--- src/ctw_regs.svh ---
// Register indices, field positions, reset values and step sizes
`ifndef CTW_REGS_SVH
`define CTW_REGS_SVH
//**********************************************************************
// Overview of operation
// - Count arbitration-phase errors in eight bits
// - Reset mode clears arbitration error count
// - Transmit disconnect holds transmit pin recessive
// - Connected pin shows loopback frames too
// - Loopback ignores receive pin, routes transmit
// - Test bits writable only in reset mode
// - Wake-up tick period is divisor plus one
// - Activity valid once count reaches filter
// - Filter and expire writable only in reset
// - Wake-up valid only below expire time
// - Report receive FIFO bytes, multiple of four
// - Reset mode clears receive byte count
// - A receive data read without a push lowers a nonzero count
//**********************************************************************
// Register indices (word address on the bus)
`define CTW_IDX_APERR 6'h27
`define CTW_IDX_TEST 6'h28
`define CTW_IDX_WDIV 6'h29
`define CTW_IDX_WFT 6'h2a
`define CTW_IDX_WET 6'h2c
`define CTW_IDX_RXCNT 6'h30
`define CTW_IDX_CTRL 6'h38
`define CTW_IDX_ISTS 6'h39
`define CTW_IDX_IMASK 6'h3a
// Field positions
`define CTW_TEST_LBEN 0
`define CTW_TEST_TXC 1
`define CTW_CTRL_RST 0
// Reset values and steps
`define CTW_CTRL_RESET 1'b1
`define CTW_APERR_MAX 8'hff
`define CTW_RX_STEP 16'h0004
`define CTW_WET_W 20
`endif

--- src/ctw_pkg.sv ---
// Types shared by the test, wake-up and counter block
package ctw_pkg;
   typedef struct packed {
      logic txc;
      logic lben;
   } ctw_test_t;
   typedef struct packed {
      logic expire;
      logic wake;
      logic aperr;
   } ctw_irq_t;
   typedef enum logic [0:0] {
      W_IDLE = 1'b0,
      W_DOM = 1'b1
   } ctw_wstate_t;
endpackage : ctw_pkg

--- src/ctw_top.sv ---
// Test register, wake-up detector and error/byte counters
//
// Added by the designer: the Avalon-MM slave port.
`timescale 1ns/10ps
`default_nettype none
`include "ctw_regs.svh"
module ctw_top #(
   parameter int CNT_W = 16
) (
   input wire logic mclk,
   input wire logic resetn,
   input wire logic [5:0] avs_address,
   input wire logic avs_read,
   input wire logic avs_write,
   input wire logic [31:0] avs_writedata,
   output logic [31:0] avs_readdata,
   output logic avs_waitrequest,
   input wire logic arb_err,
   input wire logic core_tx,
   output logic core_rx,
   output logic can_tx,
   input wire logic can_rx,
   input wire logic rx_push,
   input wire logic rx_read,
   output logic wake_active,
   output logic wake_event,
   output logic reset_mode,
   output ctw_pkg::ctw_test_t test_mode,
   output logic irq
);
   import ctw_pkg::*;

   //*******************************************************************
   // Reset and bus slave
   //*******************************************************************
   logic rst_meta;
   logic rst_n;
   logic done;
   logic req;
   logic wr_en;
   logic [7:0] aperr;
   logic [7:0] wdiv;
   logic [15:0] wft;
   logic [`CTW_WET_W-1:0] wet;
   logic [`CTW_WET_W-1:0] wcnt;
   logic [CNT_W-1:0] rxcnt;
   ctw_irq_t ists;
   ctw_irq_t imask;
   ctw_irq_t ev;
   ctw_wstate_t wstate;
   logic tick;
   logic [7:0] pre;

   // Release reset through two flops
   always_ff @(posedge mclk or negedge resetn)
   begin
      if (!resetn)
      begin
         rst_meta <= 1'b0;
         rst_n <= 1'b0;
      end
      else
      begin
         rst_meta <= 1'b1;
         rst_n <= rst_meta;
      end
   end

   function automatic logic hit(input logic [5:0] a, input logic [5:0] i);
      hit = (a == i);
   endfunction : hit

   // One wait state: answer lands on the second edge of a request
   assign req = avs_read | avs_write;
   assign avs_waitrequest = req & ~done;
   assign wr_en = avs_write & done;

   always_ff @(posedge mclk or negedge rst_n)
   begin
      if (!rst_n)
         done <= 1'b0;
      else
         done <= req & ~done;
   end

   // Read data captured in the wait cycle; unmapped reads give zero
   always_ff @(posedge mclk or negedge rst_n)
   begin
      if (!rst_n)
         avs_readdata <= 32'h0;
      else if (avs_read & ~done)
      begin
         case (avs_address)
            `CTW_IDX_APERR: avs_readdata <= {24'h0, aperr};
            `CTW_IDX_TEST: avs_readdata <= {30'h0, test_mode};
            `CTW_IDX_WDIV: avs_readdata <= {24'h0, wdiv};
            `CTW_IDX_WFT: avs_readdata <= {16'h0, wft};
            `CTW_IDX_WET: avs_readdata <= {12'h0, wet};
            `CTW_IDX_RXCNT: avs_readdata <= 32'(rxcnt);
            `CTW_IDX_CTRL: avs_readdata <= {31'h0, reset_mode};
            `CTW_IDX_ISTS: avs_readdata <= {29'h0, ists};
            `CTW_IDX_IMASK: avs_readdata <= {29'h0, imask};
            default: avs_readdata <= 32'h0;
         endcase
      end
   end

   //*******************************************************************
   // Control and configuration registers
   //*******************************************************************
   // Reset-mode bit; starts set so configuration can be loaded
   always_ff @(posedge mclk or negedge rst_n)
   begin
      if (!rst_n)
         reset_mode <= `CTW_CTRL_RESET;
      else if (wr_en && hit(avs_address, `CTW_IDX_CTRL))
         reset_mode <= avs_writedata[`CTW_CTRL_RST];
   end

   // Test bits locked outside reset mode
   // reset-mode write gate
   always_ff @(posedge mclk or negedge rst_n)
   begin
      if (!rst_n)
         test_mode <= '0;
      else if (wr_en && hit(avs_address, `CTW_IDX_TEST) && reset_mode)
      begin
         test_mode.txc <= avs_writedata[`CTW_TEST_TXC];
         test_mode.lben <= avs_writedata[`CTW_TEST_LBEN];
      end
   end

   // Divisor is free to change at any time
   always_ff @(posedge mclk or negedge rst_n)
   begin
      if (!rst_n)
         wdiv <= 8'h0;
      else if (wr_en && hit(avs_address, `CTW_IDX_WDIV))
         wdiv <= avs_writedata[7:0];
   end

   // Thresholds locked outside reset mode
   // reset-mode write gate
   always_ff @(posedge mclk or negedge rst_n)
   begin
      if (!rst_n)
      begin
         wft <= 16'h0;
         wet <= '0;
      end
      else if (wr_en && reset_mode)
      begin
         if (hit(avs_address, `CTW_IDX_WFT))
            wft <= avs_writedata[15:0];
         if (hit(avs_address, `CTW_IDX_WET))
            wet <= avs_writedata[`CTW_WET_W-1:0];
      end
   end

   //*******************************************************************
   // Pin routing
   //*******************************************************************
   // Registered so the pins never see a glitch from the mux
   // disconnect and loopback
   always_ff @(posedge mclk or negedge rst_n)
   begin
      if (!rst_n)
      begin
         can_tx <= 1'b1;
         core_rx <= 1'b1;
      end
      else
      begin
         can_tx <= test_mode.txc ? 1'b1 : core_tx;
         core_rx <= test_mode.lben ? core_tx : can_rx;
      end
   end

   //*******************************************************************
   // Counters
   //*******************************************************************
   // clear, count, saturate
   always_ff @(posedge mclk or negedge rst_n)
   begin
      if (!rst_n)
         aperr <= 8'h0;
      else if (reset_mode)
         aperr <= 8'h0;
      else if (arb_err && aperr != `CTW_APERR_MAX)
         aperr <= aperr + 8'h1;
   end

   // Whole words only, so the count stays a multiple of four
   // byte count
   always_ff @(posedge mclk or negedge rst_n)
   begin
      if (!rst_n)
         rxcnt <= '0;
      else if (reset_mode)
         rxcnt <= '0;
      else if (rx_push && !rx_read)
         rxcnt <= rxcnt + CNT_W'(`CTW_RX_STEP);
      else if (rx_read && !rx_push && rxcnt != '0)
         rxcnt <= rxcnt - CNT_W'(`CTW_RX_STEP);
   end

   //*******************************************************************
   // Wake-up detector
   //*******************************************************************
   // tick every divisor plus one cycles
   always_ff @(posedge mclk or negedge rst_n)
   begin
      if (!rst_n)
         pre <= 8'h0;
      else if (pre >= wdiv)
         pre <= 8'h0;
      else
         pre <= pre + 8'h1;
   end
   assign tick = (pre >= wdiv);

   // A dominant phase is a candidate; a zero filter time disables it
   // restart per candidate
   always_ff @(posedge mclk or negedge rst_n)
   begin
      if (!rst_n)
      begin
         wstate <= W_IDLE;
         wcnt <= '0;
      end
      else
      begin
         case (wstate)
            W_IDLE:
            begin
               if (!core_rx && wft != 16'h0)
               begin
                  wstate <= W_DOM;
                  wcnt <= '0;
               end
            end
            W_DOM:
            begin
               if (core_rx)
                  wstate <= W_IDLE;
               else if (tick && wcnt != '1)
                  wcnt <= wcnt + 1'b1;
            end
            default: wstate <= W_IDLE;
         endcase
      end
   end

   assign wake_active = (wstate == W_DOM) && (wcnt >= 20'(wft));

   // Judge the pattern when the bus goes recessive again
   // expire check
   always_ff @(posedge mclk or negedge rst_n)
   begin
      if (!rst_n)
      begin
         wake_event <= 1'b0;
         ev <= '0;
      end
      else
      begin
         wake_event <= wake_active && core_rx && (wcnt < wet);
         ev.wake <= wake_active && core_rx && (wcnt < wet);
         ev.expire <= (wstate == W_DOM) && core_rx && (wcnt >= wet);
         ev.aperr <= arb_err && !reset_mode;
      end
   end

   //*******************************************************************
   // Interrupts
   //*******************************************************************
   // Sticky status, write one to clear; a new event beats the clear
   always_ff @(posedge mclk or negedge rst_n)
   begin
      if (!rst_n)
      begin
         ists <= '0;
         imask <= '0;
      end
      else
      begin
         if (wr_en && hit(avs_address, `CTW_IDX_ISTS))
            ists <= (ists & ~avs_writedata[2:0]) | ev;
         else
            ists <= ists | ev;
         if (wr_en && hit(avs_address, `CTW_IDX_IMASK))
            imask <= avs_writedata[2:0];
      end
   end
   assign irq = |(ists & imask);
endmodule : ctw_top
`default_nettype wire

--- config.mk ---
export PLATFORM = sky130hd
export DESIGN_NAME = ctw_top
export DESIGN_NICKNAME = d
export VERILOG_FILES = /design/src/ctw_pkg.sv /design/src/ctw_top.sv
export VERILOG_INCLUDE_DIRS = /design/src
export SDC_FILE = /design/constraint.sdc
export NUM_CORES = 1
export LEC_CHECK = 0
export BUFFER_PORTS_ARGS = -buffer_cell sky130_fd_sc_hd__buf_2
export CAP_MARGIN = 30
export CELL_PAD_IN_SITES_DETAIL_PLACEMENT = 2
export CELL_PAD_IN_SITES_GLOBAL_PLACEMENT = 2
export CORE_MARGIN = 1
export CORE_UTILIZATION = 34
export DETAILED_ROUTE_END_ITERATION = 12
export PLACE_DENSITY_LB_ADDON = 0.1
export SLEW_MARGIN = 15
export SYNTH_ARGS = -nofsm -noshare
export SYNTH_HDL_FRONTEND = slang
export SYNTH_SLANG_ARGS = --single-unit
--- constraint.sdc ---
create_clock -name mclk -period 3.77 [get_ports mclk]
set_clock_uncertainty 0.05 [all_clocks]
set_input_delay 0.1885 -clock mclk [delete_from_list [all_inputs] [get_ports mclk]]
set_output_delay 0.1885 -clock mclk [all_outputs]
set_load 0.02 [all_outputs]
Word-level counts from Yosys, hierarchy flattened:

Cells that the tools add are included.

* bitwise operators: 11
* muxes and demuxes: 17
* $lt $le $gt $ge: 4
* reduce and logical (&&, ||, !) cells: 31
* add/subtract/negate cells: 5
* equality and inequality tests: 14

Operators with widths (number)
* one-hot mux 20 bit (9 select lines): 1
* two-way mux 20 bit: 3
* == test 6 bit (second input constant): 9
* two-way mux 16 bit: 3
* one-hot mux 20 bit (2 select lines): 1
* nonzero test 16 bit: 2
* two-way mux 8 bit: 3
* adder 20 x 1 -> 20 bit (second input constant): 1
* >= comparator 20 x 16 -> 1 bit: 1
* >= comparator 20 bit: 1
* < comparator 20 bit: 1
* != test 20 bit (second input constant): 1
* logical AND 1 bit: 19
* adder 16 x 3 -> 16 bit (second input constant): 1
* adder 8 x 1 -> 8 bit (second input constant): 2
* subtractor 16 x 3 -> 16 bit (second input constant): 1
* >= comparator 8 bit: 1
* != test 8 bit (second input constant): 1
* bitwise AND 3 bit: 2
* OR 3 bit: 2
* logical NOT 1 bit: 4
* two-way mux 1 bit: 4
* != test 2 bit (second input constant): 2
* AND reduction 2 bit: 2
* 11 further kinds: 14

* input port bits: 47
* output and inout port bits: 41
* register bits: 146
* logic and storage cells: 108

Longest topological paths before layout:

Gate-level depths: netlist of run 1.

* word-level depth: 6
* depth in mapped cells: 9
* depth with buffers taken out: 9

Worst setup path after synthesis of run 1:

Ideal clock, no wire load.

* path type: input to register
* start point: input port rx_read
* end point: register rxcnt[15]
* required time: 3.585 ns
* path buffers: 1
* stages on the path: 9
* arrival: 2.165 ns
* path slack: 1.419 ns
* cells stage by stage: nand2b_1 -> ha_1 -> clkbuf_1 -> a21o_1 -> a211o_1 -> a311oi_1 -> o21ba_2 -> o21ai_0 -> nor3b_1

* word-level cells in the longest chain between the ends: 4
* elaborated cells on any way between the ends: 7

RTL lines
* start: declaration: RTL line ctw_top.sv:24 `input wire logic rx_read,`
* logical NOT 1 bit: RTL line ctw_top.sv:201 `else if (rx_push && !rx_read)`
* logical AND 1 bit: RTL line ctw_top.sv:201
* two-way mux 16 bit: RTL line ctw_top.sv:201
* two-way mux 16 bit: RTL line ctw_top.sv:199 `else if (reset_mode)`
* end signal: assignment: RTL line ctw_top.sv:202 `` rxcnt <= rxcnt + CNT_W'(`CTW_RX_STEP); ``
* end signal: assignment: RTL line ctw_top.sv:204 `` rxcnt <= rxcnt - CNT_W'(`CTW_RX_STEP); ``
* end: declaration: RTL line ctw_top.sv:46 `logic [CNT_W-1:0] rxcnt;`

Parallel ways exist; a longest one is shown, timed or not.
A chain may end at the register's enable or synchronous reset.

Worst setup path in the final report of run 1:

* start point: register wcnt[11]
* end point: output port wake_active

* word-level cells in the longest chain between the ends: 2

RTL lines
* start: declaration: RTL line ctw_top.sv:45 `` logic [`CTW_WET_W-1:0] wcnt; ``
* start signal: assignment: RTL line ctw_top.sv:247 `wcnt <= wcnt + 1'b1;`
* >= comparator 20 x 16 -> 1 bit: RTL line ctw_top.sv:254 `assign wake_active = (wstate == W_DOM) && (wcnt >= 20'(wft));`
* logical AND 1 bit: RTL line ctw_top.sv:254
* end: declaration: RTL line ctw_top.sv:25 `output logic wake_active,`

No other way between the ends.

==> results of run 1 <==
[state kept, by name, indices dropped and copies added (netlist names), 8 cells and up]
register      count
wet              20
rxcnt            14
pre               8
aperr             8
wcnt             20
wdiv              8
wft              16
avs_readdata     20
[cell usage after synthesis (5+ instances only)]
library cell / n
and3_1: 14
xnor2_1: 12
mux2_4: 10
a21o_1: 22
nand2b_1: 10
and4_1: 5
dfrtp_1: 129
a22oi_1: 13
nand4_1: 12
buf_4: 12
buf_2: 7
a21oi_1: 38
nor3_1: 9
xor2_1: 11
inv_1: 59
mux2_2: 22
clkbuf_1: 19
ha_1: 59
a31oi_1: 22
nor2_1: 46
a41oi_1: 8
a222oi_1: 16
nand3_1: 21
o21a_1: 7
nor4_1: 12
nor2b_1: 5
nand2_1: 88
o21ai_0: 48
o221ai_1: 5
[metal layers]
layer	wire length [um]	share of wire [%]	GRT usage [%]
met1	11600	44	28.8
met2	13300	51	41.6
met3	832	3.2	4.57
met4	505	1.9	7.33
met5	13	0.049	0
[worst max-delay path by stage]
stage,slack (ns),startpoint,end
2_1_floorplan,1.42,rx_read,rxcnt[15]
3_3_place_gp,1.00,rx_read,rxcnt[15]
3_5_place_dp,0.83,rx_read,rxcnt[15]
4_1_cts,0.67,wcnt[11],wake_active
5_1_grt,0.55,wcnt[11],wake_active
6_report,0.65,wcnt[11],wake_active
[area by class of cell]
| class | count | share of cell area [%] |
|---|---|---|
| multi-input combinational | 586 | 45.0 |
| sequential | 132 | 36.2 |
| timing repair buffer | 90 | 6.35 |
| clock buffer | 17 | 4.65 |
| tap | 285 | 3.90 |
| inverter | 59 | 2.42 |
| clock inverter | 15 | 1.44 |
[cells by family after synthesis]
group	Yosys count
mux	32
buf+inv	98
fa+ha+maj	60
other cells	2
simple gates	245
compound gates	213
xor+xnor	23
flops	132
[worst register-to-register path: stages (launching register included)]
cell,delay (ns)
dfrtp_1,0.48
ha_1,0.28
nand3_2,0.20
nor4_4,0.42
nand3_1,0.27
o21ai_2,0.24
o21ai_0,0.42
o211ai_1,0.30
[repair_timing]
item / 4_1_cts / 5_1_grt
hold buffers: 20 / 0
hold endpoints to repair: 30 / 0
gates resized for setup: 0 / 0
[power breakdown]
group          internal (mW)  leakage, nW  switching [mW]
logic                  0.667         2.44           0.953
registers               1.62         1.65           0.342
clock network          0.910        0.268           0.697
==> results.cfg, run 1 <==
[sta]
setup_ws_ns = 0.653
slew-limit-headroom_pct = 34.1
slew_violations = 0
worst_pin_slew_ns = 0.978
rsz0062_at_grt = no
fmax_mhz = 321
worst_hold_slack_ns = 0.0180
period_share_pct = 82.7
tns_ns = 0
hold_viol_final = 0
finalCriticalPeriod_ns = 3.12
setup_viol_count_final = 0

[logic_synthesis]
syn_avg_cell_area_sq_um = 9.70
synth_top_family_by_area = compound AO/OA/AOI/OAI gates
yosysTopAreaCell = dfrtp_1
synthMuxAreaShare_pct = 5.10
syn_inst = 805
ys_warn_count = 0
synth_fa_ha_area_share_pct = 9.71
synthArstFlopShare_pct = 100
synth.area.top_cells = dfrtp_1 (41%), ha_1 (9.5%), nand2_1 (4.2%)
synth-simple-area-share_pct = 16.0
ys_types = 73
synth_edf_count = 0
yosysTopAreaCellShare_pct = 41.4
yosysSeqAreaShare_pct = 42.4
synth-xor-area-share_pct = 2.58
synth_area_sq_um = 7810
synth-compound-area-share_pct = 18.6
synth_flop_cell = dfrtp_1
ys_seq_elements = 132

[worst_setup_path]
r2r_slack_ns = 1.02
end_kind = output port
crit_required_ns = 3.53
r2r.worst_path.cells = 7
path_class = flop to output port
max_stage_delay_ns = 0.59
cp_common_cell = o21ai_0
critical_path.top_delay_family = compound AO/OA/AOI/OAI gates
crit_chain = ha_1 -> a21oi_1 -> o21ai_0 -> a2111oi_0 -> o21ai_0 -> a21o_1 -> and2_1 -> buf_2
critPathLaunchType = flop
r2r_start = wcnt[1]
cp_slowest_cell = dfrtp_1
path_buf_inv = 1
reg2reg_to = wcnt[1]
crit_fanout = 9
worstPathArrival_ns = 2.88
cp.depth = 8

[placed_design]
dpl-instance-area_sq_um = 8390
io_buffers = 63
dp_hpwl_um = 18900
gp_congestion = 0.779
dp.cells = 1132
preCtsSetupSlack_ns = 0.829

[final_layout]
antenna_cells = 0
nNetsFinal = 993
layout.cells.most_common = dfrtp_1
final.fill_count = 2464
drive_above_1_share_pct = 17.0
multiInputGateArea_sq_um = 4120
mostFrequentLayoutCells = dfrtp_1 (128), nand2_1 (88), buf_2 (63)
utilization_pct = 40.5
regArea_sq_um = 3310
syn_to_final_growth_pct = 17.1
final_cell_area_sq_um = 9140
stdcell_count = 1184

[die]
die_h_um = 154
die_area_sq_um = 23600
ios = 88
rows = 55
die-width_um = 154
coreArea_sq_um = 22600
start_util_pct = 34.6

[run_status]
status = completed

[clocking]
cts_tree = yes
cts_root_buf = clkbuf_16
clk_latency_ns = 0.43
post-cts-setup-buffers = 0
numCtsBuffers = 17
h-tree-depth = 4
cts_sinks = 132
clockBufferDepth = 2
clk_pin_slew_ns = 0.06

[route]
routed_via_density = 5.62
drtIter0Drc = 301
drt-pass1-iter-count = 5
wl_um = 26300
drc = 0
wl_per_cell_um = 22.2
num_vias = 6650
drt.antenna.violating_nets = 0

[power_and_ir_drop]
power.density_nw_per_um2 = 567
power_leakage_nw = 4.36
vdd_drop_max_mv = 0.222
report.power.total_mw = 5.19

[grt]
grt_usage_pct = 23.5
antenna_found_initial = 1
grt_overflow_total = 0
grt_start_max_net_pins = 76
grt_pass1_wl_um = 42600
grt_pass1_vias = 7583

[hold_path]
hold_path.class = primary input to asynchronous set/reset pin

[job]
maxCapViolations = 0
(Power assumes the default switching activity.)
==> inputs of run 2 (changes only) <==
Settings changed: CORE_UTILIZATION 34 to 38.
Clock period 3.77 ns to 3.1 ns, I/O delays scaled along.
==> results.cfg, run 2 (synthesized netlist as in run 1, its figures left out) <==
[route]
wl_um = 26200
routed_via_density = 5.72
drt-pass1-iter-count = 6
num_vias = 6716
drt.antenna.violating_nets = 0
drc = 0
drtIter0Drc = 301
wl_per_cell_um = 22.3

[clocking]
clk_pin_slew_ns = 0.06
cts_sinks = 132
numCtsBuffers = 17
cts_root_buf = clkbuf_16
h-tree-depth = 4
clockBufferDepth = 2
clk_latency_ns = 0.43
post-cts-setup-buffers = 0
cts_tree = yes

[die]
rows = 52
coreArea_sq_um = 20200
start_util_pct = 38.7
die-width_um = 145
die_area_sq_um = 21100
die_h_um = 145
ios = 88

[worst_setup_path]
critPathLaunchType = flop
worstPathArrival_ns = 2.69
cp_common_cell = o21ai_0
max_stage_delay_ns = 0.45
crit_fanout = 4
end_kind = output port
r2r.worst_path.cells = 8
crit_required_ns = 2.89
path_class = flop to output port
cp_slowest_cell = dfrtp_1
crit_chain = inv_1 -> ha_1 -> a21oi_1 -> o21ai_0 -> a2111oi_1 -> o21ai_0 -> a21o_1 -> and2_1 -> buf_2

[power_and_ir_drop]
p_int_mw = 4.07
power_leakage_nw = 4.41
switching_power_mw = 2.40
report.power.total_mw = 6.47
seqPwrFrac_pct = 36.5
power.density_nw_per_um2 = 700
vdd_drop_max_mv = 0.317
clkPwrFrac_pct = 32.6
p_sw_share_pct = 37.1
p_comb_share_pct = 30.9

[placed_design]
gp_congestion = 0.836
io_buffers = 63
dp.cells = 1120
dp_hpwl_um = 18800

[run_status]
status = completed

[final_layout]
antenna_cells = 0
mostFrequentLayoutCells = dfrtp_1 (127), nand2_1 (88), buf_2 (63)
drive_above_1_share_pct = 17.1
syn_to_final_growth_pct = 18.3
layout.cells.most_common = dfrtp_1
nNetsFinal = 999
stdcell_count = 1175
top_regs = avs_readdata: 20 flops, wcnt: 20 flops, wet: 20 flops

[sta]
period_share_pct = 93.5
worst_hold_slack_ns = 0.0198
slew-limit-headroom_pct = 38.0
tns_ns = 0
rsz0062_at_grt = no
fmax_mhz = 345
hold_viol_final = 0
slew_violations = 0
worst_pin_slew_ns = 0.920
setup_viol_count_final = 0
finalCriticalPeriod_ns = 2.90

[grt]
antenna_found_initial = 0
grt_pass1_wl_um = 41900
grt_start_max_net_pins = 50
grt_pass1_vias = 7425
grt_overflow_total = 0
grt_usage_pct = 25.7

[job]
maxCapViolations = 0

[hold_path]
holdPathStages = 2
hold_path.class = primary input to flop
[run 2: cell type report]
type,instances,area (sq um)
inverters,59,221
well taps,270,338
flip-flops and latches,132,3310
clock inverters,12,154
fillers,2146,10900
multi-input cells,586,4120
clock buffers,20,447
repair buffers,96,646
[run 2: path summary, 6_finish.rpt]
kind	from	to	slack (ns)
max in group asynchronous	rst_n	core_rx	1.98
worst min register to register	rst_n	wcnt[16]	0.29
min in group asynchronous	rst_n	wcnt[16]	0.29
worst max register to register	pre[0]	wcnt[5]	0.38
worst max-delay path	wft[11]	wake_active	0.20
worst min-delay path	avs_writedata[2]	wdiv[2]	0.02
[run 2: power by group through the flow]
| stage | Combinational (mW) | Sequential [mW] | Clock (mW) |
|---|---|---|---|
| 3_5_place_dp | 1.95 | 2.39 | 0 |
| 6_report | 2.00 | 2.36 | 2.11 |
| 4_1_cts | 2.00 | 2.37 | 2.14 |
| 2_1_floorplan | 1.44 | 2.25 | 0 |
| 3_3_place_gp | 1.80 | 2.38 | 0 |
| 5_1_grt | 2.22 | 2.41 | 2.21 |
[run 2: worst max-delay path, delay by kind of cell (launching register included)]
kind                       cells  cell delay [ns]
and+or+nand+nor                1             0.17
buffers and inverters          2             0.22
DFF                            1             0.45
adders and majority gates      1             0.33
AOI/OAI and AO/OA              5             1.09
[run 2: routing by layer]
layer / track usage [%] / vias to the layer above / wire length (um)
met1: 32.1 / 3439 / 11700
met2: 45.6 / 145 / 13300
met5: 0 / - / 0
met3: 3.43 / 34 / 736
met4: 8.79 / 0 / 506
li1: - / 3098 / -
[run 2: repair_timing]
item                                    in CTS  in global routing
endpoints found under the setup margin       0                  1
resized for setup                            0                  2
endpoints found under the hold margin       41                  0
hold buffers                                23                  0
[run 2: metrics by stage]
step	utilization, %	setup slack (ns)	instance area [sq um]
finish	45.8	0.201	9240
global route	45.8	0.0498	9240
CTS	45.8	0.125	9230
detailed placement	41.7	0.272	8400
global placement	41.7	0.409	8400
floorplan	-	0.783	7850
==> inputs of run 3 (changes only) <==
Settings changed: CORE_MARGIN 1 to 3.
==> results.cfg, run 3 (synthesized netlist as in run 1, its figures left out) <==
[sta]
setup_viol_count_final = 0
finalCriticalPeriod_ns = 2.97
tns_ns = 0
slew-limit-headroom_pct = 40.3
rsz0062_at_grt = no
fmax_mhz = 337
period_share_pct = 95.8
setup_ws_ns = 0.129
slew_violations = 0
worst_pin_slew_ns = 0.887
hold_viol_final = 0

[route]
drtIter0Drc = 346
drt.antenna.violating_nets = 0
num_vias = 6793
wl_um = 26600
drt-pass1-iter-count = 6
drc = 0
routed_via_density = 5.80
wl_per_cell_um = 22.7

[final_layout]
syn_to_final_growth_pct = 18.5
final.fill_count = 2101
layout.cells.most_common = dfrtp_1
final_cell_area_sq_um = 9250
utilization_pct = 46.6
drive_above_1_share_pct = 17.2
nNetsFinal = 1000
top_regs = avs_readdata: 20 flops, wcnt: 20 flops, wet: 20 flops
antenna_cells = 0
mostFrequentLayoutCells = dfrtp_1 (127), nand2_1 (88), buf_2 (63)
regArea_sq_um = 3310
multiInputGateArea_sq_um = 4120

[clocking]
numCtsBuffers = 17
cts_sinks = 132
clk_latency_ns = 0.43
h-tree-depth = 4
cts_tree = yes
cts_root_buf = clkbuf_16
post-cts-setup-buffers = 0
clk_pin_slew_ns = 0.06
clockBufferDepth = 2

[worst_setup_path]
crit_fanout = 9
end_kind = output port
r2r.worst_path.cells = 7
crit_chain = ha_1 -> a21oi_1 -> o21ai_0 -> a2111oi_1 -> o21ai_1 -> a21o_1 -> and2_1 -> buf_2
cp_slowest_cell = dfrtp_2
worstPathArrival_ns = 2.77
max_stage_delay_ns = 0.49
path_class = flop to output port
crit_required_ns = 2.89
critPathLaunchType = flop

[grt]
antenna_found_initial = 0
grt_pass1_wl_um = 43400
grt_pass1_vias = 7606
grt_usage_pct = 25.1
grt_start_max_net_pins = 58
grt_overflow_total = 0

[power_and_ir_drop]
report.power.total_mw = 6.58
vdd_drop_max_mv = 0.319
power.density_nw_per_um2 = 711
power_leakage_nw = 4.42

[die]
rows = 51
die_area_sq_um = 22300
start_util_pct = 39.3
coreArea_sq_um = 19800
die_h_um = 149
die-width_um = 149
ios = 88

[placed_design]
dpl-instance-area_sq_um = 8390
gp_congestion = 0.823
io_buffers = 63
dp_hpwl_um = 19500
preCtsSetupSlack_ns = 0.302

[hold_path]
holdPathStages = 2
hold_path.class = primary input to flop

[run_status]
status = completed

[job]
maxCapViolations = 0
-- run 3: cell count changes in the layout (fill, tap and decap cells not counted) --
| cell | previous run | this run |
|---|---|---|
| o21ai_0 | 48 | 47 |
| buf_12 | 2 | 1 |
| bufinv_16 | 3 | 4 |
| o21ai_1 | 0 | 1 |
| clkinv_2 | 3 | 2 |
| buf_4 | 8 | 10 |
-- run 3: critical path: cells and delay by family (launching register included) --
kind,cells,cell delay [ns]
AO/OA/AOI/OAI,5,1.19
flip-flops,1,0.49
adder cells (fa/ha/maj),1,0.35
AND/OR/NAND/NOR,1,0.17
buffers and inverters,1,0.15
-- run 3: power breakdown --
part	leakage (nW)	switching, mW	internal (mW)
clock network	0.297	0.811	1.37
logic	2.47	1.18	0.845
registers	1.65	0.406	1.97
-- run 3: per-stage QoR --
step	hold slack, ns	instances
final	0.0211	1171
after global routing	0.00819	1171
after CTS	0.00630	1171
after detailed placement	-0.106	1116
after global placement	-0.110	1116
after floorplan	-0.191	816
-- run 3: repair_timing --
item	in CTS	in global routing
resized for setup	2	1
endpoints found under the hold margin	37	0
hold buffers	23	0
endpoints found under the setup margin	1	1
-- run 3: path summary, 6_finish.rpt --
check	start	end	slack (ns)
min in group asynchronous	rst_n	wcnt[18]	0.33
setup / recovery	wcnt[11]	wake_active	0.13
setup reg to reg	wcnt[1]	wcnt[1]	0.36
hold / removal	avs_writedata[1]	test_mode[1]	0.02
max in group asynchronous	rst_n	core_rx	1.78
hold reg to reg	rst_meta	rst_n	0.30
-- run 3: area by class of cell --
| class | count | share of cell area [%] |
|---|---|---|
| Clock buffer | 20 | 4.83 |
| Timing Repair Buffer | 97 | 6.93 |
| Inverter | 59 | 2.39 |
| Sequential cell | 132 | 35.8 |
| Tap cell | 265 | 3.58 |
| Clock inverter | 12 | 1.93 |
| Multi-Input combinational cell | 586 | 44.5 |
-- run 3: layer usage --
layer | track usage (%) | vias to the layer above | wire (um)
met5 | 0 | - | 0
met4 | 6.73 | 0 | 397
met3 | 3.49 | 25 | 796
met2 | 44.5 | 140 | 13700
met1 | 32.1 | 3513 | 11600
li1 | - | 3115 | -
